$ cat config.mk
export PLATFORM = sky130hd
export DESIGN_NAME = baud_rate_gen
export DESIGN_NICKNAME = d
export VERILOG_FILES = /design/src/baud_pkg.sv /design/src/majority_sampler.sv /design/src/baud_rate_gen.sv
export SDC_FILE = /design/constraint.sdc
export NUM_CORES = 1
export LEC_CHECK = 0
export BUFFER_PORTS_ARGS = -buffer_cell sky130_fd_sc_hd__buf_4
export CAP_MARGIN = 15
export CORE_MARGIN = 1.5
export CORE_UTILIZATION = 45
export CTS_CLUSTER_SIZE = 16
export DETAILED_ROUTE_END_ITERATION = 8
export PLACE_DENSITY = 0.75
export SETUP_SLACK_MARGIN = 0.4
export SYNTH_ARGS = -nofsm -noshare
export SYNTH_HDL_FRONTEND = slang
export SYNTH_SLANG_ARGS = --single-unit
$ cat constraint.sdc
create_clock -name sys_clk_in -period 1.9 [get_ports sys_clk_in]
set_clock_uncertainty 0.2 [all_clocks]
set_input_delay 0.19 -clock sys_clk_in [delete_from_list [all_inputs] [get_ports sys_clk_in]]
set_output_delay 0.19 -clock sys_clk_in [all_outputs]
set_load 0.03 [all_outputs]
$ cat src/baud_pkg.sv
// Contract
// - Async low speed: osc/(64*(div+1))
// - Async high speed: osc/(16*(div+1))
// - Sync master: osc/(4*(div+1))
// - Divisor unsigned, 0 through 255
// - Divisor write reloads the timer immediately
// - Receive pin majority of three samples
// - Free-running 8-bit timer set by divisor
// - Sync mode ignores high speed select
// - Sync rate applies only as internal clock master
package baud_pkg;

   // ---------------------------------------------------------------
   // Register map (byte addresses, index times four)
   // ---------------------------------------------------------------
   localparam logic [7:0] RCV_CTRL_IDX = 8'h18;
   localparam logic [7:0] XMT_CTRL_IDX = 8'h98;
   localparam logic [7:0] DIVISOR_IDX = 8'h99;
   localparam logic [7:0] STATUS_IDX = 8'h9A;
   localparam logic [11:0] RCV_CTRL_ADDR = {2'h0, RCV_CTRL_IDX, 2'h0};
   localparam logic [11:0] XMT_CTRL_ADDR = {2'h0, XMT_CTRL_IDX, 2'h0};
   localparam logic [11:0] DIVISOR_ADDR = {2'h0, DIVISOR_IDX, 2'h0};
   localparam logic [11:0] STATUS_ADDR = {2'h0, STATUS_IDX, 2'h0};

   // ---------------------------------------------------------------
   // Reset values and field positions
   // ---------------------------------------------------------------
   localparam logic [7:0] RCV_CTRL_RESET = 8'h00;
   localparam logic [7:0] XMT_CTRL_RESET = 8'h02;
   localparam logic [7:0] DIVISOR_RESET = 8'h00;
   localparam logic [7:0] XMT_WRITE_MASK = 8'hF5;
   localparam int SPEN_BIT = 7;
   localparam int CLK_MASTER_BIT = 7;
   localparam int SYNC_BIT = 4;
   localparam int HIGH_SPEED_BIT = 2;
   localparam int SHIFT_EMPTY_BIT = 1;

   // ---------------------------------------------------------------
   // Prescale counts minus one (bit period = (prescale + 1) * (divisor + 1))
   // ---------------------------------------------------------------
   localparam logic [5:0] PRESCALE_LOW = 6'h3F;
   localparam logic [5:0] PRESCALE_HIGH = 6'h0F;
   localparam logic [5:0] PRESCALE_SYNC = 6'h03;

   // Rate modes of the generator
   typedef enum logic [1:0] {
      MODE_OFF = 2'b00,
      MODE_ASYNC_LOW = 2'b01,
      MODE_ASYNC_HIGH = 2'b11,
      MODE_SYNC = 2'b10
   } rate_mode_t;

endpackage : baud_pkg

$ cat src/majority_sampler.sv
module majority_sampler (
   // Clock and reset
   input wire logic sys_clk_in,
   input wire logic rst_in,
   // Raw pin and sample strobe
   input wire logic pin_in,
   input wire logic sample_in,
   // Voted level
   output logic level_out
);

   // ---------------------------------------------------------------
   // Synchroniser and vote
   // ---------------------------------------------------------------
   logic sync1_reg; // First stage, read only by second
   logic sync2_reg;
   logic [2:0] hist_reg; // Last three samples

   // Two-flop synchroniser; idle line is high
   always_ff @(posedge sys_clk_in) begin
      if (rst_in) begin
         sync1_reg <= 1'b1;
         sync2_reg <= 1'b1;
      end else begin
         sync1_reg <= pin_in;
         sync2_reg <= sync1_reg;
      end
   end

   // Shift a fresh sample in on each strobe
   always_ff @(posedge sys_clk_in) begin
      if (rst_in) begin
         hist_reg <= 3'h7;
      end else if (sample_in) begin
         hist_reg <= {hist_reg[1:0], sync2_reg};
      end
   end

   // Two of three wins; rejects a single glitch sample
   always_ff @(posedge sys_clk_in) begin
      if (rst_in) begin
         level_out <= 1'b1;
      end else begin
         level_out <= (hist_reg[0] & hist_reg[1]) | (hist_reg[1] & hist_reg[2]) |
                      (hist_reg[0] & hist_reg[2]);
      end
   end

endmodule : majority_sampler

$ cat src/baud_rate_gen.sv
// Decided for this implementation: the APB interface to the registers.
module baud_rate_gen (
   // Clock and reset
   input wire logic sys_clk_in,
   input wire logic rst_in,
   // APB slave
   input wire logic psel_in,
   input wire logic penable_in,
   input wire logic pwrite_in,
   input wire logic [11:0] paddr_in,
   input wire logic [31:0] pwdata_in,
   output logic [31:0] prdata_out,
   output logic pready_out,
   output logic pslverr_out,
   // Serial logic status
   input wire logic shift_empty_in,
   // Receive pin
   input wire logic receive_input_pin_in,
   // Timing outputs and voted receive level
   output logic rate_tick_out,
   output logic bit_tick_out,
   output logic sample_tick_out,
   output logic rx_level_out
);

   // Overview:
   // Software sets the port enable, mode bits and divisor over the bus.
   // A down-counting timer reloads from the divisor and ticks once per
   // reload; a small prescale counter turns those ticks into bit ticks.
   // The same timer tick strobes the receive pin vote.
   // Limitation: framing, shifting and error flags live elsewhere; this
   // block only hands out timing and a cleaned receive level.
   // Hazard: a divisor write restarts both counters in the same edge, so
   // the first bit after it is never a stretched or shortened mix of old
   // and new rate.

   // ---------------------------------------------------------------
   // Register state
   // ---------------------------------------------------------------
   logic [7:0] rcv_ctrl_reg;   // Receive status and control
   logic [7:0] xmt_ctrl_reg;   // Transmit status and control
   logic [7:0] divisor_reg;    // Baud divisor, unsigned
   logic [7:0] timer_reg;      // Free-running rate timer
   logic [5:0] prescale_reg;   // Prescale stage counter
   logic [31:0] rdata_next;
   logic wr_en;
   logic rd_en;
   logic div_write;
   logic timer_term;
   logic prescale_term;
   logic [5:0] prescale_top;
   baud_pkg::rate_mode_t mode;

   // Address decode; map hit flag
   // Used only by the error response; the read mux decodes the
   // addresses in its own case list
   function automatic logic addr_hit(input logic [11:0] addr);
      addr_hit = (addr == baud_pkg::RCV_CTRL_ADDR) || (addr == baud_pkg::XMT_CTRL_ADDR) ||
                 (addr == baud_pkg::DIVISOR_ADDR) || (addr == baud_pkg::STATUS_ADDR);
   endfunction : addr_hit

   // ---------------------------------------------------------------
   // APB handshake
   // ---------------------------------------------------------------
   // Zero wait states: every access completes in its first access cycle
   assign pready_out = psel_in & penable_in;
   // Unmapped address answers with an error, no effect
   assign pslverr_out = psel_in & penable_in & ~addr_hit(paddr_in);
   assign wr_en = psel_in & penable_in & pwrite_in;
   assign rd_en = psel_in & penable_in & ~pwrite_in;
   assign div_write = wr_en && (paddr_in == baud_pkg::DIVISOR_ADDR);

   // Receive control register
   // Only the enable bit matters here; other bits are stored for the
   // receiver and read back unchanged
   always_ff @(posedge sys_clk_in) begin
      if (rst_in) begin
         rcv_ctrl_reg <= baud_pkg::RCV_CTRL_RESET;
      end else if (wr_en && paddr_in == baud_pkg::RCV_CTRL_ADDR) begin
         rcv_ctrl_reg <= pwdata_in[7:0];
      end
   end

   // Transmit control; shift-empty bit mirrors the shifter
   always_ff @(posedge sys_clk_in) begin
      if (rst_in) begin
         xmt_ctrl_reg <= baud_pkg::XMT_CTRL_RESET;
      end else if (wr_en && paddr_in == baud_pkg::XMT_CTRL_ADDR) begin
         xmt_ctrl_reg <= pwdata_in[7:0] & baud_pkg::XMT_WRITE_MASK;
      end
   end

   // Divisor register; full 0..255 range accepted
   // Zero is legal and gives the fastest rate: one timer tick per clock
   always_ff @(posedge sys_clk_in) begin
      if (rst_in) begin
         divisor_reg <= baud_pkg::DIVISOR_RESET;
      end else if (div_write) begin
         divisor_reg <= pwdata_in[7:0];
      end
   end

   // Read mux; combinational read data
   // Decoded straight from the address so a zero-wait read still sees
   // the value that stands at the access edge
   always_comb begin
      rdata_next = 32'h0000_0000;
      case (paddr_in)
         baud_pkg::RCV_CTRL_ADDR: begin
            rdata_next = {24'h00_0000, rcv_ctrl_reg};
         end
         baud_pkg::XMT_CTRL_ADDR: begin
            rdata_next = {24'h00_0000, xmt_ctrl_reg[7:2], shift_empty_in, xmt_ctrl_reg[0]};
         end
         baud_pkg::DIVISOR_ADDR: begin
            rdata_next = {24'h00_0000, divisor_reg};
         end
         baud_pkg::STATUS_ADDR: begin
            // Live timer and prescale state for software
            rdata_next = {18'h0_0000, prescale_reg, timer_reg};
         end
         default: begin
            rdata_next = 32'h0000_0000;
         end
      endcase
   end

   // Read data stays on the bus only during the access
   assign prdata_out = rd_en ? rdata_next : 32'h0000_0000;

   // ---------------------------------------------------------------
   // Rate mode select
   // ---------------------------------------------------------------
   // Sync master ignores the high speed bit; sync slave or disabled
   // port stops the generator since the clock comes from outside
   always_comb begin
      if (!rcv_ctrl_reg[baud_pkg::SPEN_BIT]) begin
         mode = baud_pkg::MODE_OFF;
      end else if (xmt_ctrl_reg[baud_pkg::SYNC_BIT]) begin
         mode = xmt_ctrl_reg[baud_pkg::CLK_MASTER_BIT] ? baud_pkg::MODE_SYNC
                                                      : baud_pkg::MODE_OFF;
      end else if (xmt_ctrl_reg[baud_pkg::HIGH_SPEED_BIT]) begin
         mode = baud_pkg::MODE_ASYNC_HIGH;
      end else begin
         mode = baud_pkg::MODE_ASYNC_LOW;
      end
   end

   // Prescale length per mode (count minus one)
   always_comb begin
      case (mode)
         baud_pkg::MODE_ASYNC_LOW: begin
            prescale_top = baud_pkg::PRESCALE_LOW;
         end
         baud_pkg::MODE_ASYNC_HIGH: begin
            prescale_top = baud_pkg::PRESCALE_HIGH;
         end
         baud_pkg::MODE_SYNC: begin
            prescale_top = baud_pkg::PRESCALE_SYNC;
         end
         default: begin
            prescale_top = baud_pkg::PRESCALE_SYNC;
         end
      endcase
   end

   // ---------------------------------------------------------------
   // Rate timer
   // ---------------------------------------------------------------
   // Down-counter: period divisor+1 clocks
   // Counting down lets the reload compare against a constant zero
   // instead of the divisor, so a divisor change never skips a match.
   // While the generator is off the timer rests at its reload value,
   // which makes the first period after enabling a full one.
   assign timer_term = (timer_reg == 8'h00);

   always_ff @(posedge sys_clk_in) begin
      if (rst_in) begin
         timer_reg <= 8'h00;
      end else if (div_write) begin
         // Restart at once so the new rate needs no old overflow
         timer_reg <= pwdata_in[7:0];
      end else if (mode == baud_pkg::MODE_OFF) begin
         timer_reg <= divisor_reg;
      end else if (timer_term) begin
         timer_reg <= divisor_reg;
      end else begin
         timer_reg <= timer_reg - 8'h01;
      end
   end

   // Single-cycle tick at terminal count
   always_ff @(posedge sys_clk_in) begin
      if (rst_in) begin
         rate_tick_out <= 1'b0;
      end else begin
         rate_tick_out <= timer_term && (mode != baud_pkg::MODE_OFF) && !div_write;
      end
   end

   // ---------------------------------------------------------------
   // Prescale stage
   // ---------------------------------------------------------------
   // Greater-or-equal rather than equal: a mode change to a shorter
   // prescale cannot leave the counter stranded above its new top.
   // Bit period is therefore (top + 1) timer ticks.
   assign prescale_term = (prescale_reg >= prescale_top);

   // Counts timer ticks; also restarted by a divisor write
   always_ff @(posedge sys_clk_in) begin
      if (rst_in) begin
         prescale_reg <= 6'h00;
      end else if (div_write || mode == baud_pkg::MODE_OFF) begin
         prescale_reg <= 6'h00;
      end else if (rate_tick_out) begin
         prescale_reg <= prescale_term ? 6'h00 : prescale_reg + 6'h01;
      end
   end

   // Bit-period tick to the shift logic
   always_ff @(posedge sys_clk_in) begin
      if (rst_in) begin
         bit_tick_out <= 1'b0;
      end else begin
         bit_tick_out <= rate_tick_out && prescale_term && !div_write &&
                         (mode != baud_pkg::MODE_OFF);
      end
   end

   // ---------------------------------------------------------------
   // Receive pin sampling
   // ---------------------------------------------------------------
   // One sample per timer tick; the last three feed the vote.
   // Trade-off: vote window follows the timer, not a fixed mid-bit slot
   assign sample_tick_out = rate_tick_out;

   // Pin is asynchronous; the sampler holds its own two-flop
   // synchroniser, so nothing here reads the raw pin.
   // Voted level resets high, the idle line level.
   majority_sampler u_sampler (
      .sys_clk_in(sys_clk_in),
      .rst_in(rst_in),
      .pin_in(receive_input_pin_in),
      .sample_in(rate_tick_out),
      .level_out(rx_level_out)
   );

endmodule : baud_rate_gen

### After elaboration in Yosys (flattened, before gate mapping)

Index checks and enable logic that the tools add are counted.

| word-level totals | value |
|---|---|
| register bits | 45 |
| bits in latches | 0 |
| bits in writable memories | 0 |
| bits in read-only memories | 0 |
| input port bits | 51 |
| memories kept | 0 |

| cells by class | value |
|---|---|
| add/sub/neg operators | 2 |
| $mul | 0 |
| div/mod/pow operators | 0 |
| magnitude comparators | 1 |
| equal/unequal tests | 6 |
| shifts and indexed selects | 0 |
| mux-type cells | 11 |
| bitwise operators | 11 |
| reduce and logical (&&, ||, !) cells | 17 |

Operators by type and width:

| kind | number |
|---|---|
| 14-bit case mux with 4 select lines | 1 |
| 12-bit by 10-bit == test with 1-bit output (second input constant) | 3 |
| 32-bit two-way mux | 1 |
| 8-bit two-way mux | 3 |
| 12-bit by 7-bit == test with 1-bit output (second input constant) | 1 |
| 6-bit case mux with 2 select lines | 1 |
| 1-bit logical AND | 8 |
| 8-bit zero test | 1 |
| 2-bit two-way mux | 4 |
| 8-bit by 1-bit subtractor with 8-bit output (second input constant) | 1 |
| 1-bit bitwise AND | 7 |
| 6-bit by 1-bit adder with 6-bit output (second input constant) | 1 |
| 6-bit greater-or-equal comparator | 1 |
| 6-bit two-way mux | 1 |
| 1-bit logical OR | 4 |
| 2-bit by 1-bit == test with 1-bit output (second input constant) | 1 |
| 2-bit == test (second input constant) | 1 |
| 2-bit zero test | 1 |
| 1-bit NOT | 2 |
| 1-bit OR | 2 |
| 2-bit nonzero test | 1 |
| 2-bit OR reduction | 1 |
| 1-bit zero test | 1 |

### Logic depth before layout (Yosys ltp)

Gate-level depths: netlist of the first run.

| logic depth | value |
|---|---|
| word-level depth | 9 |
| depth in mapped cells | 8 |
| gate-level depth less buffers | 8 |

### Cells and area by module

A second synthesis of the first run with hierarchy kept.

| unflattened totals | value |
|---|---|
| cell total of the unflattened synthesis | 287 |
| area total of the unflattened synthesis | 2547.4 µm² |

By module, submodules not included:

| module | instances | cells an instance | area each (µm²) | seq. area each (µm²) |
|---|---|---|---|---|
| baud_rate_gen | 1 | 270 | 2353.5 | 760.7 |
| majority_sampler | 1 | 17 | 193.9 | 120.1 |

### Worst setup path after synthesis of the first run

OpenSTA, ideal clock, no wires.

| path | value |
|---|---|
| path kind | flip-flop to flip-flop |
| from | register timer_reg[0] |
| to | register timer_reg[2] |
| setup time | 134 ps |
| data arrival time | 1741 ps |
| setup slack | -175 ps |
| stages on the path, launching flop included | 8 |
| path buffers | 0 |
| period minus slack after synthesis | 2075 ps |
| cells stage by stage | dfxtp_1 -> inv_1 -> ha_1 -> nor3b_1 -> a221oi_4 -> mux2_2 -> nand2_1 -> a21oi_1 |

| on the way | value |
|---|---|
| longest elaborated chain between the ends | 4 |
| elaborated cells between the ends (all ways) | 5 |
| classes of those cells | 1 x add/sub; 3 x mux; 1 x reduce/logical |

RTL lines:

| element | line | text |
|---|---|---|
| start, declared | baud_rate_gen.sv:43 | `logic [7:0] timer_reg;` |
| start signal, assigned | baud_rate_gen.sv:182 | `timer_reg <= pwdata_in[7:0];` |
| start signal, assigned | baud_rate_gen.sv:184 | `timer_reg <= divisor_reg;` |
| start signal, assigned | baud_rate_gen.sv:186 | `timer_reg <= divisor_reg;` |
| 8-bit by 1-bit subtractor with 8-bit output or 8-bit zero test (tied branches) | baud_rate_gen.sv:188, baud_rate_gen.sv:175 |  |
| 8-bit two-way mux (*) | baud_rate_gen.sv:185 | `end else if (timer_term) begin` |
| 8-bit two-way mux (*) | baud_rate_gen.sv:183 | `end else if (mode == baud_pkg::MODE_OFF) begin` |
| 8-bit two-way mux (*) | baud_rate_gen.sv:180 | `end else if (div_write) begin` |

Every way passes the cells marked *; elsewhere a longest branch is shown, timed or not.
A chain may end at the register's enable or synchronous reset.

### Worst setup path in the final report of the first run

| path | value |
|---|---|
| from | input port paddr_in[11] |
| to | output port prdata_out[1] |

| on the way | value |
|---|---|
| longest elaborated chain between the ends | 3 |
| elaborated cells between the ends (all ways) | 6 |
| classes of those cells | 4 x eq/ne; 2 x mux |

RTL lines:

| element | line | text |
|---|---|---|
| start, declared | baud_rate_gen.sv:10 | `input wire logic [11:0] paddr_in,` |
| 12-bit by 10-bit == test with 1-bit output or 12-bit by 7-bit == test with 1-bit output (tied branches) | baud_rate_gen.sv:108 | `case (paddr_in)` |
| 14-bit case mux with 4 select lines (*) | baud_rate_gen.sv:108 |  |
| 32-bit two-way mux (*) | baud_rate_gen.sv:129 | `assign prdata_out = rd_en ? rdata_next : 32'h0000_0000;` |
| end, declared | baud_rate_gen.sv:12 | `output logic [31:0] prdata_out,` |

Marked as above.

==> results_dict.tcl, run 1 <==
set metrics [dict create \
    status "complete, but fails checks" \
    violations "setup timing" \
    ys_types 47 \
    required_ns 1.51 \
    cp_num_buf_inv 3 \
    first_pass_iters 4 \
    hold_violations 0 \
    vias 2515 \
    place.gp.congestion 0.8449 \
    seqPwrFrac 0.482 \
    portBuffers 46 \
    synth_compound_area_frac 0.1663 \
    fin_ws_ns -0.1736 \
    p_leak_uw 0.001598 \
    p_switching_uw 446.8 \
    worstHoldEndpoint "prescale_reg[4]" \
    clockBufferDepth 2 \
    slowest_stage "or3_4" \
    layout_min_cycle_time_ns 2.074 \
    r2r-end "timer_reg[2]" \
    path_delay_family "simple AND/OR/NAND/NOR gates" \
    max_clock_freq_ghz 0.4823 \
    via_per_inst 5.351 \
    dp.cells 435 \
    ys_seq_elements 44 \
    synth_area_leader_cell "dfxtp_1" \
    dieArea_um2 6061 \
    num_rows 27 \
    grt_start_max_net_pins 37 \
    power_frac_clock 0.417 \
    arrival_ns 1.68 \
    hold_start "rst_in" \
    swShare 0.2345 \
    hp-class "input pin to flop" \
    seq_area_frac_synth 0.3494 \
    gr-max-usage-layer "met2" \
    synthSimpleGateAreaFrac 0.2526 \
    grt_use_total 0.2400 \
    cp_common_cell "buf_6" \
    io_pins 89 \
    use_met1 0.2770 \
    dieHeight_um 77.85 \
    synth_top_family_by_area "simple AND/OR/NAND/NOR gates" \
    drt_iter0_drc 129 \
    criticalPathCategory "input pin to output pin" \
    synthArstFlopShare 0 \
    worstSkewPairLatency_ns 0.31 \
    synth_mux_area_frac 0.09181 \
    routed_wl_mm 7.440 \
    antenna_found_initial 0 \
    cp_cell_sequence "buf_6, nor4b_4, and3_4, o21ai_2, or3_4, buf_12, nor2_4, buf_6" \
    startpoint_type "input pin" \
    cts_tree "yes" \
    intPower_uw 1458 \
    stdcell_area_um2 3981 \
    final_cell_mix "buf_4 (55), dfxtp_1 (37), buf_6 (37)" \
    final_cells 470 \
    preCtsSetupSlack_ns -0.1451 \
    met2_usage 0.4339 \
    use_met3 0.04706 \
    synth_top_area_share 0.3494 \
    ir_worst_vdd_uv 438.8 \
    syn_area_um2 2521 \
    critPathMaxFanout 8 \
    rsz0062_at_grt "yes" \
    finalCoreUtilization 0.7320 \
    area.growth.synth_to_final_pct 57.92 \
    grt_pass1_wl_mm 11.40 \
    cts.clk_slew.worst_paths_ns 0.08 \
    ff2ff_path_depth 8 \
    synthCells 305 \
    layout_commonest_cell "buf_4" \
    dp_hpwl_mm 4.580 \
    cts_sinks 44 \
    p_per_area_nw_per_um2 478.6 \
    syn_avg_cell_area_um2 8.266 \
    cap_violations 0 \
    overflow 0 \
    r2r_start "timer_reg[0]" \
    setup_viol 14 \
    reg2reg_slack_ns 0.02 \
    synthXorXnorAreaFrac 0.01737 \
    ys_warn_count 0 \
    grt_pass1_vias 2364 \
    holdPathStages 3 \
    diodes 0 \
    synth_edf_count 0 \
    start_util 0.4635 \
    core_um2 5439 \
    root_buffer "clkbuf_8" \
    ant_nets 0 \
    fin_nets 453 \
    end_kind "output pin" \
    drive_gt1_frac 0.4749 \
    combPwrFrac 0.101 \
    synth_ff_type "dfxtp_1" \
    slowest_delay_ns 0.40 \
    timing.final.crit_share 1.091 \
    die_w_um 77.85 \
    yosys-top-cells-area "dfxtp_1 (35%), mux2i_1 (8.7%), buf_4 (6.0%), nor2_1 (4.8%), nand2_1 (4.5%)" \
    synthAdderAreaFrac 0.02481 \
    cts_made_buffers 5 \
    h-tree-depth 2 \
    drc 0 \
    place_area_um2 3177 \
    hold_slack_ns 0.03176 \
    slew_viol_final 0 \
    wl_per_cell_um 15.83 \
]
-- metal layers --
layer | wire length (um) | up-vias
li1 | - | 1205
met1 | 2812 | 1221
met2 | 4123 | 75
met3 | 368 | 14
met4 | 135 | 0
met5 | 0 | -
-- cell families (layout without fill, tap and decap cells) --
kind of cell	count (synthesis)	count (layout)
buffers and inverters	43	119
AOI/OAI and AO/OA	63	63
xor gates and xnor gates	5	5
adders and majority gates	5	5
other	1	18
muxes	23	23
and+or+nand+nor	121	121
DFF	44	44
-- cells in the mapped netlist, drive strengths merged, types with 2 or more instances --
master,count
dfxtp,44
nor2,33
nand2,30
buf,25
a21oi,23
mux2i,22
clkbuf,11
o21ai,11
nor2b,10
a22oi,8
and2,8
inv,7
nand2b,7
and3,6
ha,5
nand3,5
a211o,4
a31oi,3
and4,3
nor3,3
nor3b,3
o21bai,3
or2,3
xor2,3
a21boi,2
a21o,2
nand3b,2
nand4,2
o211ai,2
or3,2
xnor2,2
-- layout make-up --
type,instances,area [um^2]
multi-input cells,235,1852
fillers,391,1458
repair buffers,104,987.2
flip-flops and latches,44,897.1
clock buffers,7,96.34
well taps,72,90.09
clock inverters,1,30.03
inverters,7,28.78
-- how the worst max path moves through the flow --
stage	depth (start not counted)	to	from
6_report	8	prdata_out[1]	paddr_in[11]
5_1_grt	8	prdata_out[4]	paddr_in[11]
4_1_cts	8	prdata_out[3]	paddr_in[8]
3_5_place_dp	8	prdata_out[1]	paddr_in[8]
3_3_place_gp	8	prdata_out[7]	paddr_in[4]
2_1_floorplan	7	timer_reg[2]	timer_reg[0]
-- power by group through the flow --
| stage | registers [uW] | logic (uW) | clock network [uW] |
|---|---|---|---|
| 2_1_floorplan | 945 | 117 | 0 |
| 3_3_place_gp | 945 | 157 | 0 |
| 3_5_place_dp | 945 | 159 | 0 |
| 4_1_cts | 920 | 186 | 802 |
| 5_1_grt | 919 | 203 | 842 |
| 6_report | 919 | 192 | 794 |
-- through the flow --
stage	total power, uW	TNS, ns
floorplan	1062	-0.004798
global route	1965	-2.599
finish	1905	-1.960
CTS	1908	-0.5811
global placement	1102	-1.130
detailed placement	1104	-1.487
-- what timing repair did --
| item | in CTS | in global routing |
|---|---|---|
| hold buffers | 9 | 0 |
| setup endpoints to repair | 54 | 54 |
| endpoints found under the hold margin | 31 | 0 |
| buffers inserted | 10 | 7 |
| pin swaps | 36 | 21 |
| cloned | 1 | 0 |
| resized for setup | 82 | 32 |
-- worst reg2reg max path, delay by kind of cell, from the launching register on --
kind	cells	cell delay (ns)
mux	1	0.30
compound gates	2	0.33
fa+ha+maj	1	0.15
simple gates	2	0.21
flops	1	0.35
buf+inv	2	0.21
Note: power is estimated with default switching activity, not from simulation.
==> run 2: changes to the inputs <==
- PLACE_DENSITY: 0.75 -> 0.83
- SLEW_MARGIN: not set -> 20
==> run 2 against run 1 <==
  * The run still ends with setup timing left
  * Worst setup slack better by 0.062 ns
  * Die area unchanged
  * Combinational power is 7% lower
  * Sequential power hardly changed
  * Utilization down 5.4 points
  * Highest routed layer unchanged
  * First-iteration DRC count decreased by 12%
  * Count of clock-buffer cells in the layout shrank 2
  * Critical path depth unchanged
  * Clock power is 24% higher
  * Cell area shrank 7.3%
  * Critical path type unchanged
  * Largest power group is now clock
  * Non-clock buffer count fell by 8
  * Register-to-register slack about the same
==> results_dict.tcl, run 2 (synthesized netlist as in run 1, its figures left out) <==
set metrics [dict create \
    preCtsSetupSlack_ns -0.2118 \
    p_leak_uw 0.001450 \
    p_per_area_nw_per_um2 565.2 \
    status "complete, but fails checks" \
    cp_cell_sequence "buf_6, nor4b_4, and3_4, o21ai_2, or3_4, buf_6, nor2_4, buf_6" \
    overflow 0 \
    grt_use_total 0.2274 \
    cts_tree "yes" \
    routed_wl_mm 6.887 \
    worstSkewPairLatency_ns 0.31 \
    fin_ws_ns -0.1120 \
    via_per_inst 5.190 \
    drc 0 \
    first_pass_iters 4 \
    rsz0062_at_grt "yes" \
    place.gp.congestion 0.8313 \
    criticalPathCategory "input pin to output pin" \
    num_rows 27 \
    start_util 0.4635 \
    ant_nets 0 \
    grt_pass1_wl_mm 10.84 \
    slowest_stage "or3_4" \
    violations "setup timing" \
    final_cell_mix "buf_4 (66), dfxtp_1 (38), nand2_1 (28)" \
    critPathMaxFanout 5 \
    dieHeight_um 77.85 \
    cap_violations 0 \
    antenna_found_initial 0 \
    layout_commonest_cell "buf_4" \
    area.growth.synth_to_final_pct 46.35 \
    timing.final.crit_share 1.059 \
    die_w_um 77.85 \
    fin_nets 445 \
    end_kind "output pin" \
    grt_pass1_vias 2364 \
    slowest_delay_ns 0.35 \
    drive_gt1_frac 0.3923 \
    startpoint_type "input pin" \
    max_clock_freq_ghz 0.4970 \
    portBuffers 46 \
    arrival_ns 1.62 \
    vias 2398 \
    h-tree-depth 2 \
    ir_worst_vdd_uv 654.9 \
    hold_violations 0 \
    slew_viol_final 0 \
    io_pins 89 \
    cts.clk_slew.worst_paths_ns 0.09 \
    fillers 421 \
    wl_per_cell_um 14.91 \
    dp_hpwl_mm 4.619 \
    root_buffer "clkbuf_8" \
    cp_common_cell "buf_6" \
    layout_min_cycle_time_ns 2.012 \
    required_ns 1.51 \
    hp-class "input pin to flop" \
    diodes 0 \
    power_uw 2085 \
    setup_viol 14 \
    setup-tns-final_ns -0.8014 \
    core_um2 5439 \
    clockBufferDepth 2 \
    dieArea_um2 6061 \
    grt_start_max_net_pins 37 \
    cts_made_buffers 5 \
    cts_sinks 44 \
    finalCoreUtilization 0.6784 \
    drt_iter0_drc 114 \
]
==> run 2: final cells by class <==
class / count / area [um^2] / area share
tap: 72 / 90.09 / 0.02442
timing repair buffer: 96 / 830.8 / 0.2252
clock buffer: 5 / 68.82 / 0.01865
multi-input combinational: 235 / 1685 / 0.4568
clock inverter: 3 / 90.09 / 0.02442
sequential: 44 / 893.4 / 0.2421
inverter: 7 / 31.28 / 0.008477
==> run 2: routing by layer <==
layer / vias to the layer above / track usage / part of all wire
met3: 18 / 0.04941 / 0.047
met1: 1131 / 0.2489 / 0.39
met2: 68 / 0.4217 / 0.54
met5: - / 0 / 0
li1: 1181 / - / -
met4: 0 / 0.08727 / 0.024
==> run 2: worst paths after layout <==
check                 startpoint                  end  slack [ns]  depth (start not counted)
min                       rst_in      prescale_reg[1]        0.03                          3
max reg2reg         timer_reg[0]         timer_reg[2]        0.01                          8
max                  paddr_in[8]        prdata_out[3]       -0.11                          8
min reg2reg  u_sampler.sync1_reg  u_sampler.sync2_reg        0.21                          1
==> run 2: worst max-delay path: cells and delay by family <==
kind | cells | cell delay [ns]
simple gates | 4 | 0.97
buf+inv | 3 | 0.39
compound gates | 1 | 0.06
==> run 2: where the power goes <==
group | total (uW) | internal (uW) | switching (uW)
clock network | 985 | 657 | 328
logic | 179 | 71.9 | 108
registers | 920 | 920 | 0.339
total | 2090 | 1650 | 436
==> run 2: repair_timing <==
action                                  4_1_cts  5_1_grt
endpoints found under the setup margin       45       52
endpoints found under the hold margin        28        0
pin swaps                                    20       12
buffers inserted                              8        6
hold buffers                                  9        0
gates resized for setup                      39       14
==> run 2: stage by stage <==
| step | cell area [um^2] | hold WS [ns] | instances |
|---|---|---|---|
| after detailed placement | 3147 | 0.1850 | 431 |
| after CTS | 3601 | 0.01707 | 456 |
| after global placement | 3147 | 0.1833 | 431 |
| after floorplan | 2749 | 0.09381 | 322 |
| after global routing | 3690 | 0.04128 | 462 |
| final | 3690 | 0.03424 | 462 |
==> run 3: changes to the inputs <==
- CORE_UTILIZATION: 45 -> 50
- PLACE_DENSITY: 0.83 -> 0.87
- TNS_END_PERCENT: not set -> 1
- clock period: 1.9 -> 2.2 ns (I/O delays scaled with it)
==> run 3 against run 2 <==
  * The run now ends clean
  * Utilization rose by 1.6 points
  * Critical endpoint unchanged
  * Non-clock buffer count is 22 lower
  * Clock power fell by 38%
  * Register-to-register slack gained 0.21 ns
==> results_dict.tcl, run 3 (synthesized netlist as in run 1, its figures left out) <==
set metrics [dict create \
    r2r_start "xmt_ctrl_reg[4]" \
    critPathMaxFanout 4 \
    end_kind "output pin" \
    dieHeight_um 74.01 \
    portBuffers 46 \
    drc 0 \
    start_util 0.5268 \
    stdcell_area_um2 3323 \
    drt_iter0_drc 103 \
    cts_made_buffers 5 \
    first_pass_iters 4 \
    h-tree-depth 2 \
    status "completed" \
    die_w_um 74.01 \
    place.gp.congestion 0.8434 \
    setup-tns-final_ns 0 \
    overflow 0 \
    num_rows 25 \
    arrival_ns 1.64 \
    reg2reg_slack_ns 0.22 \
    antenna_found_initial 0 \
    timing.final.crit_share 0.9359 \
    area.growth.synth_to_final_pct 31.81 \
    core_um2 4786 \
    grt_pass1_wl_mm 10.43 \
    final_cell_mix "buf_4 (55), dfxtp_1 (42), nand2_1 (30)" \
    startpoint_type "input pin" \
    cap_violations 0 \
    via_per_inst 5.389 \
    hold_violations 0 \
    cp-endpoint "prdata_out[3]" \
    drive_gt1_frac 0.2880 \
    worst_slew_pin_slew_ns 0.5080 \
    grt_use_total 0.2451 \
    hp-class "input pin to flop" \
    layout_commonest_cell "buf_4" \
    worstSkewPairLatency_ns 0.30 \
    cts_sinks 44 \
    fin_nets 423 \
    fillers 374 \
    io_pins 89 \
    place_area_um2 3035 \
    hold_slack_ns 0.01860 \
    diodes 0 \
    r2r-end "prescale_reg[2]" \
    ant_nets 0 \
    criticalPathCategory "input pin to output pin" \
    root_buffer "clkbuf_8" \
    wl_per_cell_um 14.84 \
    dieArea_um2 5477 \
    dp_hpwl_mm 4.385 \
    grt_start_max_net_pins 38 \
    layout_min_cycle_time_ns 2.059 \
    finalCoreUtilization 0.6944 \
    cts_tree "yes" \
    startpoint "paddr_in[8]" \
    required_ns 1.78 \
    ir_worst_vdd_uv 441.0 \
    routed_wl_mm 6.455 \
    rsz0062_at_grt "yes" \
    vias 2344 \
    fin_ws_ns 0.1409 \
    cts.clk_slew.worst_paths_ns 0.07 \
    p_per_area_nw_per_um2 466.7 \
    p_leak_uw 0.001291 \
    grt_pass1_vias 2317 \
    max_clock_freq_ghz 0.4857 \
    slew_viol_final 0 \
    slew_headroom 0.6609 \
    setup_viol 0 \
    ff2ff_path_depth 9 \
    clockBufferDepth 2 \
    preCtsSetupSlack_ns 0.02842 \
]
run 3: cell types whose count changed in the layout (fill, tap and decap cells not counted), moves of 4 or more:
cell / delta
and2_4: -7
dfxtp_1: +4
buf_4: -11
and2_1: +7
buf_6: -12
run 3: final cells by class:
class,instances,area [um^2],share of cell area
sequential,44,883.3,0.2658
tap,67,83.83,0.02523
clock inverter,2,35.03,0.01054
timing repair buffer,74,633.1,0.1905
clock buffer,6,72.57,0.02184
inverter,7,26.28,0.007907
multi-input combinational,235,1589,0.4782
run 3: per-layer routing:
| metal | global-route usage | wire, um |
|---|---|---|
| met5 | 0 | 0 |
| met4 | 0.07819 | 60 |
| met3 | 0.04743 | 361 |
| met2 | 0.4613 | 3418 |
| met1 | 0.2752 | 2615 |
run 3: critical path, stage by stage:
cell,delay (ns)
buf_4,0.12
nor4b_4,0.28
and3_4,0.23
o21ai_2,0.05
or3_4,0.36
buf_8,0.16
nor2_4,0.08
buf_6,0.13
run 3: where the power goes:
part / total, uW / switching, uW / leakage (uW) / internal [uW]
clock network: 607 / 270 / 0.0000552 / 337
registers: 798 / 0.353 / 0.000356 / 797
logic: 146 / 92.5 / 0.000880 / 53.8
run 3: timing repair:
| action | 4_1_cts | 5_1_grt |
|---|---|---|
| resized for setup | 12 | 12 |
| setup endpoints to repair | 29 | 36 |
| hold endpoints to repair | 13 | 0 |
| hold buffers | 8 | 0 |
| setup buffers | 2 | 0 |
| pin swaps | 3 | 3 |
run 3: stage by stage:
| stage | cells | power, uW |
|---|---|---|
| finish | 435 | 1551 |
| global route | 435 | 1604 |
| CTS | 435 | 1555 |
| detailed placement | 417 | 943.1 |
| global placement | 417 | 942.1 |
| floorplan | 322 | 915.8 |
run 3: how the worst min path moves through the flow:
stage | from | endpoint | slack [ns] | cells past startpoint
4_1_cts | pwdata_in[6] | xmt_ctrl_reg[6] | 0.01 | 3
6_report | pwdata_in[6] | xmt_ctrl_reg[6] | 0.02 | 3
5_1_grt | pwdata_in[6] | rcv_ctrl_reg[6] | 0.02 | 3
3_5_place_dp | u_sampler.sync1_reg | u_sampler.sync2_reg | 0.20 | 1
3_3_place_gp | u_sampler.sync1_reg | u_sampler.sync2_reg | 0.19 | 1
2_1_floorplan | receive_input_pin_in | u_sampler.sync1_reg | 0.12 | 1
